`config.mk`:
```
export PLATFORM = sky130hd
export DESIGN_NAME = tmc_mode_ctrl
export DESIGN_NICKNAME = d
export VERILOG_FILES = /design/src/logic/tmc_pkg.sv /design/src/logic/tmc_mode_ctrl.sv /design/src/logic/tmc_sec_timer.sv /design/src/logic/tmc_sync.sv
export SDC_FILE = /design/constraint.sdc
export NUM_CORES = 1
export LEC_CHECK = 0
export ABC_AREA = 0
export ABC_CLOCK_PERIOD_IN_PS = 7000
export BUFFER_PORTS_ARGS = -buffer_cell sky130_fd_sc_hd__buf_4
export CAP_MARGIN = 10
export CELL_PAD_IN_SITES_DETAIL_PLACEMENT = 0
export CELL_PAD_IN_SITES_GLOBAL_PLACEMENT = 1
export CORE_UTILIZATION = 25
export DETAILED_ROUTE_END_ITERATION = 12
export GPL_TIMING_DRIVEN = 0
export PLACE_DENSITY_LB_ADDON = 0.1
export SYNTH_ARGS = -nofsm -noshare
export SYNTH_HDL_FRONTEND = slang
export SYNTH_SLANG_ARGS = --single-unit
```
`constraint.sdc`:
```
create_clock -name sys_clk -period 7 [get_ports sys_clk]
set_clock_uncertainty 0.1 [all_clocks]
set_input_delay 0.7 -clock sys_clk [delete_from_list [all_inputs] [get_ports sys_clk]]
set_output_delay 0.7 -clock sys_clk [all_outputs]
set_load 0.005 [all_outputs]
```
`src/logic/tmc_pkg.sv`:
```
// Overview of operation
// - reset starts in deepsleep, radios off
// - deepsleep means no scan, ranging, emission
// - charger detected forces charging, orange blink
// - full battery in charging turns blink green
// - stay charging while plugged; unplug means monitoring
// - low battery gives one orange blink per measurement
// - critical battery forces deepsleep until charged above
// - autosleep after motionless timeout; motion resumes monitoring
// - otherwise monitoring with scanning and ranging
// - start alert: red blink, vibrator, two-tone buzzer
// - alert ends on end event or timeout
// - nfc access leaves monitoring, radios off except ble/nfc, blue blink
// - mode setting is shelf, maintenance or tag
// - keep-running option keeps monitoring while plugged
// - passive option stops discovery, answers still given
// - reporting mode selects one of four behaviours
// - alerts never depend on gateway connectivity
// - alert starts inside distance, ends past hysteresis
package tmc_pkg;

  // ************************************************************
  // register map
  // ************************************************************
  localparam logic [7:0] ADDR_CTRL = 8'h00;
  localparam logic [7:0] ADDR_MOTIONLESS = 8'h04;
  localparam logic [7:0] ADDR_MEAS = 8'h08;
  localparam logic [7:0] ADDR_ALERT_TO = 8'h0c;
  localparam logic [7:0] ADDR_STATUS = 8'h10;

  // control field positions
  localparam int CTRL_MODE_LSB = 0;
  localparam int CTRL_KEEP_RUN = 2;
  localparam int CTRL_PASSIVE = 3;
  localparam int CTRL_AUTOSLEEP = 4;
  localparam int CTRL_REPORT_LSB = 5;

  // mode setting encodings
  localparam logic [1:0] MODE_SHELF = 2'h0;
  localparam logic [1:0] MODE_MAINT = 2'h1;
  localparam logic [1:0] MODE_TAG = 2'h2;

  // reporting mode encodings
  localparam logic [1:0] REP_IMMEDIATE = 2'h0;
  localparam logic [1:0] REP_RELAY = 2'h1;
  localparam logic [1:0] REP_LOG_ONLY = 2'h2;
  localparam logic [1:0] REP_NONE = 2'h3;

  // reset values: tag mode, autosleep on, immediate reporting
  localparam logic [31:0] CTRL_RESET = 32'h0000_0012;
  localparam logic [31:0] MOTIONLESS_RESET = 32'h0000_0258;
  localparam logic [31:0] MEAS_RESET = 32'h0000_003c;
  localparam logic [31:0] ALERT_TO_RESET = 32'h0000_001e;

  // timing
  localparam int CLK_HZ = 50_000_000;
  localparam int SEC_CYCLES = CLK_HZ;
  localparam int BLINK_MS = 250;
  localparam int BLINK_CYCLES = BLINK_MS * (CLK_HZ / 1000);
  localparam int TONE_CYCLES = 25_000;

  // led colours
  localparam logic [2:0] LED_OFF = 3'h0;
  localparam logic [2:0] LED_ORANGE = 3'h1;
  localparam logic [2:0] LED_GREEN = 3'h2;
  localparam logic [2:0] LED_RED = 3'h3;
  localparam logic [2:0] LED_BLUE = 3'h4;

  // operating states, one-hot
  typedef enum logic [4:0] {
    ST_DEEPSLEEP = 5'h01,
    ST_CHARGING = 5'h02,
    ST_SLEEP = 5'h04,
    ST_MONITOR = 5'h08,
    ST_NFC = 5'h10
  } tmc_state_t;

endpackage

```
`src/logic/tmc_mode_ctrl.sv`:
```
// Our own choices: the address map and the AXI4-Lite register port.
`timescale 1ns/1ps
`default_nettype none
// ************************************************************
// operating mode controller
// ************************************************************
module tmc_mode_ctrl #(
  parameter int SEC_LEN = tmc_pkg::SEC_CYCLES,
  parameter int BLINK_LEN = tmc_pkg::BLINK_CYCLES,
  parameter int TONE_LEN = tmc_pkg::TONE_CYCLES
) (
  input wire logic sys_clk,
  input wire logic rst,
  input wire logic charger_pin,
  input wire logic battery_full_pin,
  input wire logic motion_pin,
  input wire logic nfc_access_pin,
  input wire logic nfc_release_pin,
  input wire logic batt_low,
  input wire logic batt_critical,
  input wire logic start_alert,
  input wire logic end_alert,
  input wire logic [31:0] s_axi_awaddr,
  input wire logic s_axi_awvalid,
  output logic s_axi_awready,
  input wire logic [31:0] s_axi_wdata,
  input wire logic [3:0] s_axi_wstrb,
  input wire logic s_axi_wvalid,
  output logic s_axi_wready,
  output logic [1:0] s_axi_bresp,
  output logic s_axi_bvalid,
  input wire logic s_axi_bready,
  input wire logic [31:0] s_axi_araddr,
  input wire logic s_axi_arvalid,
  output logic s_axi_arready,
  output logic [31:0] s_axi_rdata,
  output logic [1:0] s_axi_rresp,
  output logic s_axi_rvalid,
  input wire logic s_axi_rready,
  output logic meas_request,
  output logic [2:0] led_colour,
  output logic led_on,
  output logic buzzer,
  output logic vibrator,
  output logic scan_en,
  output logic discovery_en,
  output logic ranging_en,
  output logic subghz_en,
  output logic uwb_en,
  output logic ble_nfc_en,
  output logic [1:0] report_mode,
  output logic log_en
);

  // ************************************************************
  // pin synchronisers
  // ************************************************************
  logic charger;
  logic bat_full;
  logic motion;
  logic nfc_acc;
  logic nfc_rel;
  tmc_sync u_sync_chg (.sys_clk(sys_clk), .rst(rst), .din(charger_pin), .dout(charger));
  tmc_sync u_sync_full (.sys_clk(sys_clk), .rst(rst), .din(battery_full_pin), .dout(bat_full));
  tmc_sync u_sync_mot (.sys_clk(sys_clk), .rst(rst), .din(motion_pin), .dout(motion));
  tmc_sync u_sync_nfc (.sys_clk(sys_clk), .rst(rst), .din(nfc_access_pin), .dout(nfc_acc));
  tmc_sync u_sync_rel (.sys_clk(sys_clk), .rst(rst), .din(nfc_release_pin), .dout(nfc_rel));

  // ************************************************************
  // register file
  // ************************************************************
  logic [31:0] ctrl;
  logic [31:0] motionless_s;
  logic [31:0] meas_s;
  logic [31:0] alert_to_s;
  logic [31:0] awaddr_q;
  logic [31:0] wdata_q;
  logic [3:0] wstrb_q;
  logic aw_held;
  logic w_held;
  logic do_write;
  logic mode_write;
  tmc_pkg::tmc_state_t state;
  tmc_pkg::tmc_state_t next_state;
  logic alerting;
  logic low_flag;

  assign do_write = aw_held && w_held && !s_axi_bvalid;
  assign mode_write = do_write && (awaddr_q[7:0] == tmc_pkg::ADDR_CTRL) && wstrb_q[0];

  // address and data channels are taken independently
  always_ff @(posedge sys_clk) begin
    if (rst) begin
      aw_held <= 1'b0;
      w_held <= 1'b0;
      awaddr_q <= 32'h0;
      wdata_q <= 32'h0;
      wstrb_q <= 4'h0;
    end else begin
      if (s_axi_awvalid && s_axi_awready) begin
        aw_held <= 1'b1;
        awaddr_q <= s_axi_awaddr;
      end else if (do_write) begin
        aw_held <= 1'b0;
      end
      if (s_axi_wvalid && s_axi_wready) begin
        w_held <= 1'b1;
        wdata_q <= s_axi_wdata;
        wstrb_q <= s_axi_wstrb;
      end else if (do_write) begin
        w_held <= 1'b0;
      end
    end
  end

  // ready registered; low while a word is held
  always_ff @(posedge sys_clk) begin
    if (rst) begin
      s_axi_awready <= 1'b0;
      s_axi_wready <= 1'b0;
    end else begin
      s_axi_awready <= !aw_held && !(s_axi_awvalid && s_axi_awready) && !s_axi_bvalid;
      s_axi_wready <= !w_held && !(s_axi_wvalid && s_axi_wready) && !s_axi_bvalid;
    end
  end

  // byte-lane write into the selected register
  function automatic logic [31:0] lane_merge(input logic [31:0] old, input logic [31:0] nw, input logic [3:0] st);
    logic [31:0] r;
    r = old;
    for (int i = 0; i < 4; i++) begin
      if (st[i]) begin
        r[i*8 +: 8] = nw[i*8 +: 8];
      end
    end
    return r;
  endfunction

  // writes; an unmapped address answers slverr
  always_ff @(posedge sys_clk) begin
    if (rst) begin
      ctrl <= tmc_pkg::CTRL_RESET;
      motionless_s <= tmc_pkg::MOTIONLESS_RESET;
      meas_s <= tmc_pkg::MEAS_RESET;
      alert_to_s <= tmc_pkg::ALERT_TO_RESET;
      s_axi_bvalid <= 1'b0;
      s_axi_bresp <= 2'h0;
    end else begin
      if (s_axi_bvalid && s_axi_bready) begin
        s_axi_bvalid <= 1'b0;
      end
      if (do_write) begin
        s_axi_bvalid <= 1'b1;
        s_axi_bresp <= 2'h0;
        unique case (awaddr_q[7:0])
          tmc_pkg::ADDR_CTRL: ctrl <= lane_merge(ctrl, wdata_q, wstrb_q);
          tmc_pkg::ADDR_MOTIONLESS: motionless_s <= lane_merge(motionless_s, wdata_q, wstrb_q);
          tmc_pkg::ADDR_MEAS: meas_s <= lane_merge(meas_s, wdata_q, wstrb_q);
          tmc_pkg::ADDR_ALERT_TO: alert_to_s <= lane_merge(alert_to_s, wdata_q, wstrb_q);
          tmc_pkg::ADDR_STATUS: s_axi_bresp <= 2'h0;
          default: s_axi_bresp <= 2'h2;
        endcase
      end
    end
  end

  // reads answer one cycle after the address is taken
  always_ff @(posedge sys_clk) begin
    if (rst) begin
      s_axi_arready <= 1'b0;
      s_axi_rvalid <= 1'b0;
      s_axi_rdata <= 32'h0;
      s_axi_rresp <= 2'h0;
    end else begin
      s_axi_arready <= !s_axi_rvalid && !(s_axi_arvalid && s_axi_arready);
      if (s_axi_arvalid && s_axi_arready) begin
        s_axi_rvalid <= 1'b1;
        s_axi_rresp <= 2'h0;
        unique case (s_axi_araddr[7:0])
          tmc_pkg::ADDR_CTRL: s_axi_rdata <= {25'h0, ctrl[6:0]};
          tmc_pkg::ADDR_MOTIONLESS: s_axi_rdata <= motionless_s;
          tmc_pkg::ADDR_MEAS: s_axi_rdata <= meas_s;
          tmc_pkg::ADDR_ALERT_TO: s_axi_rdata <= alert_to_s;
          tmc_pkg::ADDR_STATUS: s_axi_rdata <= {24'h0, low_flag, alerting, charger, 5'(state)};
          default: begin
            s_axi_rdata <= 32'h0;
            s_axi_rresp <= 2'h2;
          end
        endcase
      end else if (s_axi_rvalid && s_axi_rready) begin
        s_axi_rvalid <= 1'b0;
      end
    end
  end

  // ************************************************************
  // timers
  // ************************************************************
  logic still_expired;
  logic meas_tick;
  logic alert_expired;
  logic meas_restart;

  // motionless timer restarts on any motion
  tmc_sec_timer #(.SEC_LEN(SEC_LEN)) u_still (.sys_clk(sys_clk), .rst(rst), .restart(motion),
    .limit(motionless_s), .expired(still_expired));

  // measurement tick re-arms itself on each expiry
  assign meas_restart = meas_tick;
  tmc_sec_timer #(.SEC_LEN(SEC_LEN)) u_meas (.sys_clk(sys_clk), .rst(rst), .restart(meas_restart),
    .limit(meas_s), .expired(meas_tick));

  tmc_sec_timer #(.SEC_LEN(SEC_LEN)) u_alert (.sys_clk(sys_clk), .rst(rst), .restart(!alerting),
    .limit(alert_to_s), .expired(alert_expired));

  // ************************************************************
  // mode state machine
  // ************************************************************
  logic crit_latched;
  logic [1:0] mode_set;
  localparam int CTRL_MODE_MSB_IDX = tmc_pkg::CTRL_MODE_LSB + 1;
  assign mode_set = ctrl[CTRL_MODE_MSB_IDX:tmc_pkg::CTRL_MODE_LSB];

  // critical level sampled at each measurement, cleared only above it
  always_ff @(posedge sys_clk) begin
    if (rst) begin
      crit_latched <= 1'b0;
      low_flag <= 1'b0;
      meas_request <= 1'b0;
    end else begin
      meas_request <= meas_tick;
      if (meas_tick) begin
        crit_latched <= batt_critical;
        low_flag <= batt_low;
      end
    end
  end

  // priority: charger, critical, nfc, mode setting, autosleep
  always_comb begin
    next_state = state;
    if (charger) begin
      next_state = tmc_pkg::ST_CHARGING;
    end else if (crit_latched) begin
      next_state = tmc_pkg::ST_DEEPSLEEP;
    end else begin
      unique case (state)
        tmc_pkg::ST_DEEPSLEEP: next_state = tmc_pkg::ST_DEEPSLEEP;
        tmc_pkg::ST_CHARGING: next_state = tmc_pkg::ST_MONITOR;
        tmc_pkg::ST_NFC: begin
          if (nfc_rel) begin
            next_state = tmc_pkg::ST_MONITOR;
          end
        end
        tmc_pkg::ST_SLEEP: begin
          if (mode_set == tmc_pkg::MODE_SHELF) begin
            next_state = tmc_pkg::ST_DEEPSLEEP;
          end else if (mode_set == tmc_pkg::MODE_TAG && motion) begin
            next_state = tmc_pkg::ST_MONITOR;
          end
        end
        tmc_pkg::ST_MONITOR: begin
          if (nfc_acc) begin
            next_state = tmc_pkg::ST_NFC;
          end else if (mode_set == tmc_pkg::MODE_SHELF) begin
            next_state = tmc_pkg::ST_DEEPSLEEP;
          end else if (mode_set == tmc_pkg::MODE_MAINT) begin
            next_state = tmc_pkg::ST_SLEEP;
          end else if (ctrl[tmc_pkg::CTRL_AUTOSLEEP] && still_expired) begin
            next_state = tmc_pkg::ST_SLEEP;
          end
        end
        default: next_state = tmc_pkg::ST_DEEPSLEEP;
      endcase
    end
  end

  // state register; leaving charging enters monitoring with ctrl left unchanged
  always_ff @(posedge sys_clk) begin
    if (rst) begin
      state <= tmc_pkg::ST_DEEPSLEEP;
    end else begin
      state <= next_state;
    end
  end

  // active means monitoring, or charging with keep-running
  logic active;
  assign active = (state == tmc_pkg::ST_MONITOR)
    || (state == tmc_pkg::ST_CHARGING && ctrl[tmc_pkg::CTRL_KEEP_RUN]);

  // ************************************************************
  // alert pattern
  // ************************************************************
  // alert events come from the ranging logic, never from the uplink
  always_ff @(posedge sys_clk) begin
    if (rst) begin
      alerting <= 1'b0;
    end else if (!active) begin
      alerting <= 1'b0;
    end else if (start_alert) begin
      alerting <= 1'b1;
    end else if (end_alert || alert_expired) begin
      alerting <= 1'b0;
    end
  end

  // blink and tone generators
  logic [31:0] blink_cnt;
  logic blink_phase;
  logic [15:0] tone_cnt;
  logic tone_sel;
  logic tone_wave;
  logic low_blink;
  always_ff @(posedge sys_clk) begin
    if (rst) begin
      blink_cnt <= 32'h0;
      blink_phase <= 1'b0;
      tone_sel <= 1'b0;
    end else if (blink_cnt == 32'(BLINK_LEN - 1)) begin
      blink_cnt <= 32'h0;
      blink_phase <= !blink_phase;
      tone_sel <= blink_phase ? !tone_sel : tone_sel;
    end else begin
      blink_cnt <= blink_cnt + 32'h1;
    end
  end

  // two tones: one period, then twice that
  always_ff @(posedge sys_clk) begin
    if (rst) begin
      tone_cnt <= 16'h0;
      tone_wave <= 1'b0;
    end else if (tone_cnt >= (tone_sel ? 16'(2 * TONE_LEN) : 16'(TONE_LEN))) begin
      tone_cnt <= 16'h0;
      tone_wave <= !tone_wave;
    end else begin
      tone_cnt <= tone_cnt + 16'h1;
    end
  end

  // one orange blink after each low measurement, mode unchanged
  always_ff @(posedge sys_clk) begin
    if (rst) begin
      low_blink <= 1'b0;
    end else if (meas_tick && batt_low) begin
      low_blink <= 1'b1;
    end else if (blink_cnt == 32'(BLINK_LEN - 1) && blink_phase) begin
      low_blink <= 1'b0;
    end
  end

  // ************************************************************
  // outputs
  // ************************************************************
  always_ff @(posedge sys_clk) begin
    if (rst) begin
      led_colour <= tmc_pkg::LED_OFF;
      led_on <= 1'b0;
      buzzer <= 1'b0;
      vibrator <= 1'b0;
    end else begin
      buzzer <= alerting && active && tone_wave;
      vibrator <= alerting && active && blink_phase;
      if (state == tmc_pkg::ST_CHARGING) begin
        led_colour <= bat_full ? tmc_pkg::LED_GREEN : tmc_pkg::LED_ORANGE;
        led_on <= blink_phase;
      end else if (state == tmc_pkg::ST_NFC) begin
        led_colour <= tmc_pkg::LED_BLUE;
        led_on <= blink_phase;
      end else if (alerting) begin
        led_colour <= tmc_pkg::LED_RED;
        led_on <= blink_phase;
      end else if (low_blink) begin
        led_colour <= tmc_pkg::LED_ORANGE;
        led_on <= blink_phase;
      end else begin
        led_colour <= tmc_pkg::LED_OFF;
        led_on <= 1'b0;
      end
    end
  end

  // radio enables; deepsleep keeps every radio off, report_mode and log_en follow ctrl
  always_ff @(posedge sys_clk) begin
    if (rst) begin
      scan_en <= 1'b0;
      discovery_en <= 1'b0;
      ranging_en <= 1'b0;
      subghz_en <= 1'b0;
      uwb_en <= 1'b0;
      ble_nfc_en <= 1'b0;
      report_mode <= 2'h0;
      log_en <= 1'b0;
    end else begin
      scan_en <= active;
      discovery_en <= active && !ctrl[tmc_pkg::CTRL_PASSIVE];
      ranging_en <= active;
      uwb_en <= active;
      subghz_en <= active || state == tmc_pkg::ST_SLEEP || state == tmc_pkg::ST_CHARGING;
      ble_nfc_en <= state != tmc_pkg::ST_DEEPSLEEP;
      report_mode <= ctrl[tmc_pkg::CTRL_REPORT_LSB +: 2];
      log_en <= ctrl[tmc_pkg::CTRL_REPORT_LSB +: 2] != tmc_pkg::REP_NONE;
    end
  end
endmodule
`default_nettype wire

```
`src/logic/tmc_sec_timer.sv`:
```
`timescale 1ns/1ps
`default_nettype none
// ************************************************************
// seconds timer: counts whole seconds while running
// ************************************************************
module tmc_sec_timer #(
  parameter int SEC_LEN = 50_000_000
) (
  input wire logic sys_clk,
  input wire logic rst,
  input wire logic restart,
  input wire logic [31:0] limit,
  output logic expired
);
  logic [31:0] frac;
  logic [31:0] secs;

  // prescaler and second counter; restart re-arms both
  always_ff @(posedge sys_clk) begin
    if (rst || restart) begin
      frac <= 32'h0;
      secs <= 32'h0;
    end else if (frac == 32'(SEC_LEN - 1)) begin
      frac <= 32'h0;
      if (secs != 32'hffff_ffff) begin
        secs <= secs + 32'h1;
      end
    end else begin
      frac <= frac + 32'h1;
    end
  end

  // a zero limit never expires rather than firing at once
  always_ff @(posedge sys_clk) begin
    if (rst || restart) begin
      expired <= 1'b0;
    end else begin
      expired <= (limit != 32'h0) && (secs >= limit);
    end
  end
endmodule
`default_nettype wire

```
`src/logic/tmc_sync.sv`:
```
`timescale 1ns/1ps
`default_nettype none
// ************************************************************
// two-stage synchroniser for pin inputs
// ************************************************************
module tmc_sync (
  input wire logic sys_clk,
  input wire logic rst,
  input wire logic din,
  output logic dout
);
  logic meta;

  // first stage feeds only the second
  always_ff @(posedge sys_clk) begin
    if (rst) begin
      meta <= 1'b0;
      dout <= 1'b0;
    end else begin
      meta <= din;
      dout <= meta;
    end
  end
endmodule
`default_nettype wire

```
; ---- Yosys cells after proc, flatten, opt, wreduce, memory -nomap -nowiden
; Cells that the tools add are included.
[totals]
elab_cells = 226
reg_bits = 469
inputBits = 116
output_inout_bits = 57
[classes]
n_reduce_logical = 83
order_cmp = 4
n_bitwise = 1
n_eq_ne = 29
n_addsub = 8
muxes = 34
[op_table]
columns = operator, n
row1 = 32-bit by 1-bit adder with 32-bit output (second input constant), 7
row2 = 32-bit case mux with 5 select lines, 1
row3 = 32-bit by 26-bit == test with 1-bit output (second input constant), 3
row4 = 32-bit greater-or-equal comparator, 3
row5 = 32-bit inequality test (second input constant), 3
row6 = 32-bit nonzero test, 3
row7 = 3-bit AND reduction, 15
row8 = 5-bit 2-to-1 mux, 7
row9 = 32-bit by 24-bit == test with 1-bit output (second input constant), 1
row10 = 8-bit by 4-bit == test with 1-bit output (second input constant), 4
row11 = 1-bit logical AND, 24
row12 = 5-bit case mux with 4 select lines, 1
row13 = 16-bit by 1-bit adder with 16-bit output (second input constant), 1
row14 = 8-bit by 3-bit == test with 1-bit output (second input constant), 2
row15 = 8-bit by 5-bit == test with 1-bit output (second input constant), 2
row16 = 16-bit greater-or-equal comparator, 1
row17 = 8-bit logical NOT, 2
row18 = 1-bit 2-to-1 mux, 16
row19 = 16-bit 2-to-1 mux, 1
row20 = 1-bit logical NOT, 12
row21 = 2-bit 2-to-1 mux, 6
row22 = 2-bit nonzero test, 6
row23 = 2-bit OR reduction, 6
row24 = 5-bit by 4-bit inequality test with 1-bit output (second input constant), 2
row25 = other kinds (19), 30

; ---- Depth between registers and ports, before layout
[depth]
depth_word = 8
mapped_depth = 9
depth_no_buf = 8

; ---- Hierarchy
; From an unflattened synthesis, not the netlist that was laid out.
[unflattened]
cells_unflattened = 2690
hier_area_um2 = 23103.4
[by_module_without_submodules]
columns = module, area_each_um2, n_inst, cells_each, seq_area_each_um2
row1 = tmc_mode_ctrl, 10895.4, 1, 1192, 5245.0
row2 = tmc_sec_timer at u_alert ..., 3888.7, 2, 480, 1301.2
row3 = tmc_sec_timer at u_still, 4167.7, 1, 518, 1301.2
row4 = tmc_sync, 52.6, 5, 4, 40.0

; ---- Worst setup path after synthesis
; OpenSTA, ideal clock, no wires.
[synth_timing]
path_kind = input to register
from = in s_axi_araddr[1]
to = reg s_axi_rdata[7]
path_slack_ns = 4.157
n_path_buf = 1
t_required_ns = 6.813
arrival_time_ns = 2.656
cell_stages = 6
setup_time_ns = 0.087
path_cell_list = or4_1 > or3_1 > clkbuf_1 > nor3b_1 > a221oi_1 > o31ai_1
[synth_between]
elab_chain_cells = 2
word_cells_on_any_way = 6
cone_classes = eq/ne: 4 / mux: 1 / reduce/logical: 1
[synth_lines]
columns = element, line
row1 = start: declaration, tmc_mode_ctrl.sv:33  ; input wire logic [31:0] s_axi_araddr,
row2 = 8-bit by 5-bit == test with 1-bit output (tied with other cells), tmc_mode_ctrl.sv:179  ; unique case (s_axi_araddr[7:0])
row3 = 32-bit case mux with 5 select lines *, tmc_mode_ctrl.sv:179
row4 = end signal: assignment, tmc_mode_ctrl.sv:180  ; tmc_pkg::ADDR_CTRL: s_axi_rdata <= {25'h0, ctrl[6:0]};
row5 = end signal: assignment, tmc_mode_ctrl.sv:181  ; tmc_pkg::ADDR_MOTIONLESS: s_axi_rdata <= motionless_s;
row6 = end signal: assignment, tmc_mode_ctrl.sv:182  ; tmc_pkg::ADDR_MEAS: s_axi_rdata <= meas_s;
row7 = end: declaration, tmc_mode_ctrl.sv:36  ; output logic [31:0] s_axi_rdata,
; Every way passes the cells marked *; elsewhere a longest branch is shown, timed or not.
; A chain may end at the register's enable or synchronous reset.

; ---- Final worst setup path
[layout_timing]
from = reg u_still.frac[26]
to = reg u_still.frac[18]
[layout_between]
elab_chain_cells = 2
[layout_lines]
columns = element, line
row1 = start: declaration, tmc_sec_timer.sv:15  ; logic [31:0] frac;
row2 = start signal: assignment, tmc_sec_timer.sv:29  ; frac <= frac + 32'h1;
row3 = 32-bit by 26-bit == test with 1-bit output, tmc_sec_timer.sv:23  ; end else if (frac == 32'(SEC_LEN - 1)) begin
row4 = 2-bit OR reduction (no source line), --
; Every way passes these cells.

==> reports/results.ini <==
[outcome]
outcome = complete, no violations

[worst_setup_path]
slowest_stage = or4b_2
slowest_delay_ns = 0.68
crit_chain = or4b_2 -> nor3_1 -> nand3b_1 -> clkbuf_1 -> nand2_1 -> clkbuf_1 -> nor2_1
critPathKind = reg2reg
worstSetupStartpointType = register
cp-startpoint = u_still.frac[26]
cpMostUsedCell = clkbuf_1
critical_path_required_ns = 7.39
arrival_ns = 3.83
cp_max_fo = 10
cp-end-kind = register
r2r_start = u_still.frac[26]

[pwr]
p_total_w = 0.006127
p_per_area_mw_per_mm2 = 227.6
leakage_nw = 10.04
ir_drop_v = 0.0001785

[sta]
slew_headroom_pct = 19.07
slew_viol_final = 0
worst_pin_slew_ns = 1.211
setup_viol = 0
post-route-period-util_pct = 49.04
finalHoldViolations = 0
min_period_ns = 3.432
worst_slack_ns = 3.568
finalSetupTns_ns = 0
rsz0062_at_grt = no
fmax_ghz = 0.2913

[logic_synthesis]
yosysWarnings = 0
synth_edf_count = 0
yosysMostFrequentCell = dfxtp_1
synth_cells = 2724
syn_area_sq_mm = 0.02252
synth-main-ff-cell = dfxtp_1
synth.distinct_cells = 64
synthArstFlopShare_pct = 0
synth_common_cells = dfxtp_1 (467), nor2_1 (427), nand2_1 (283)
synth_top_area_share_pct = 41.52
yosys-top-cells-area = dfxtp_1 (42%), nor2_1 (7.1%), ha_1 (6.3%)
ys_seq_elements = 467
avgSynthCellArea_sq_um = 8.266
synth_largest_area_cell = dfxtp_1
seq_area_frac_synth_pct = 41.52

[global_route]
grt_max_degree = 16
grt-ovfl-total = 0
grt_pass1_vias = 19350
grt_pass1_wl_microns = 119400
antenna_found_initial = 0
grtUsageTotal_pct = 17.09

[detailed_routing]
ant_nets = 0
vias = 19620
drt-total-wl_microns = 78180
drt_iter0_drc = 854
detail_route.wl_per_cell_microns = 18.99
vias_per_cell = 4.764
drtPass1Iterations = 7
drc = 0

[clock_tree]
ctsHoldBuffers = 0
cts_made_buffers = 59
clock_latency_ns = 0.63
cts_resized = 0
clk_pin_slew_ns = 0.06
cts_buffer_depth = 3
cts_tree = yes
cts_setup_buffers = 0
cts_max_level = 2
cts_root_buf = clkbuf_16
clock_sinks = 467

[floorplanning]
die_area_sq_mm = 0.09127
rows = 109
initial_core_util_pct = 25.36
die_y_microns = 302.1
ios = 173
die_w_microns = 302.1
core_sq_mm = 0.08878

[final_layout]
antenna_cells = 0
utilization_pct = 30.32
fillers = 9409
drive_gt1_share_pct = 8.229
finalNetCount = 3135
syn_to_final_growth_pct = 19.55

[placed_design]
gp_congestion = 0.8360
dpl.hpwl_microns = 61050
dp_slack_ns = 3.356
io_buffers = 120

[worst_hold_path]
hp-class = in2reg
hold_start = nfc_access_pin

[run]
cap_violations = 0

worst max-delay path, delay by kind of cell (launching register included):
family	cells	cell delay (ns)
buf+inv	2	0.75
flops	1	0.34
simple gates	5	2.10
cells by family (layout without fill, tap and decap cells):
family                   after synthesis  count (layout)  share of synthesized area (%)
other                                  1               2                        0.01665
XOR/XNOR                             211             211                          8.207
multiplexers                         111             111                          4.940
buffers and inverters                247             475                          4.206
adder cells (fa/ha/maj)              113             113                          6.279
AO/OA/AOI/OAI                        316             316                          8.191
flip-flops                           467             467                          41.52
AND/OR/NAND/NOR                     1258            1258                          26.64
layout by cell type (no fill, tap or decap), drive strengths merged, types with 113 or more instances in the layout:
| cell | count |
|---|---|
| dfxtp | 467 |
| buf | 134 |
| nand2 | 283 |
| nand3 | 125 |
| ha | 113 |
| xor2 | 124 |
| clkbuf | 186 |
| nor2 | 427 |
| a21oi | 138 |
| inv | 133 |
report_power, final:
group	switching, W	internal, W	total [W]
Sequential	0.0000354	0.00269	0.00272
Combinational	0.000137	0.0000684	0.000205
Clock	0.00124	0.00196	0.00320
Total	0.00141	0.00471	0.00613
through the flow:
step	cell area, sq um	hold slack [ns]	cells
floorplan	22520	0.3001	2725
global placement	24880	0.3175	4010
detailed placement	24880	0.3224	4010
CTS	26920	0.1398	4118
global route	26920	0.1631	4118
finish	26920	0.1808	4118
worst paths after layout:
| kind | endpoint | cells after the start | slack [ns] |
|---|---|---|---|
| min reg2reg | s_axi_awready | 1 | 0.33 |
| max reg2reg | u_still.frac[18] | 7 | 3.57 |
| max | u_still.frac[18] | 7 | 3.57 |
| min | u_sync_nfc.meta | 2 | 0.18 |
registers in the layout, indices dropped and copies added, names as in the netlist, 5 cells and up:
signal / flops
u_still.frac: 32
wdata_q: 32
tone_cnt: 16
u_alert.frac: 32
u_meas.frac: 32
motionless_s: 32
awaddr_q: 8
u_alert.secs: 32
ctrl: 7
u_still.secs: 32
s_axi_rdata: 32
meas_s: 32
u_meas.secs: 32
state: 5
blink_cnt: 32
alert_to_s: 32
area by class of cell:
| cell class | instances | area, sq um | share of cell area (%) |
|---|---|---|---|
| Buffer | 115 | 451.7 | 1.678 |
| Clock buffer | 85 | 1725 | 6.410 |
| Clock inverter | 23 | 314.1 | 1.167 |
| Inverter | 132 | 495.5 | 1.841 |
| Multi-Input combinational cell | 2011 | 12220 | 45.41 |
| Sequential cell | 467 | 9349 | 34.73 |
| Tap cell | 1165 | 1458 | 5.415 |
| Timing Repair Buffer | 120 | 900.9 | 3.347 |
metal layers:
layer  track usage [%]  up-vias  wire (microns)
met5                 0        -               0
met3             1.946      103            2093
met4             4.930        0            2041
met1             22.99     9399           37560
met2             28.64      289           36490
li1                  -     9827               -
(Power assumes the default switching activity.)
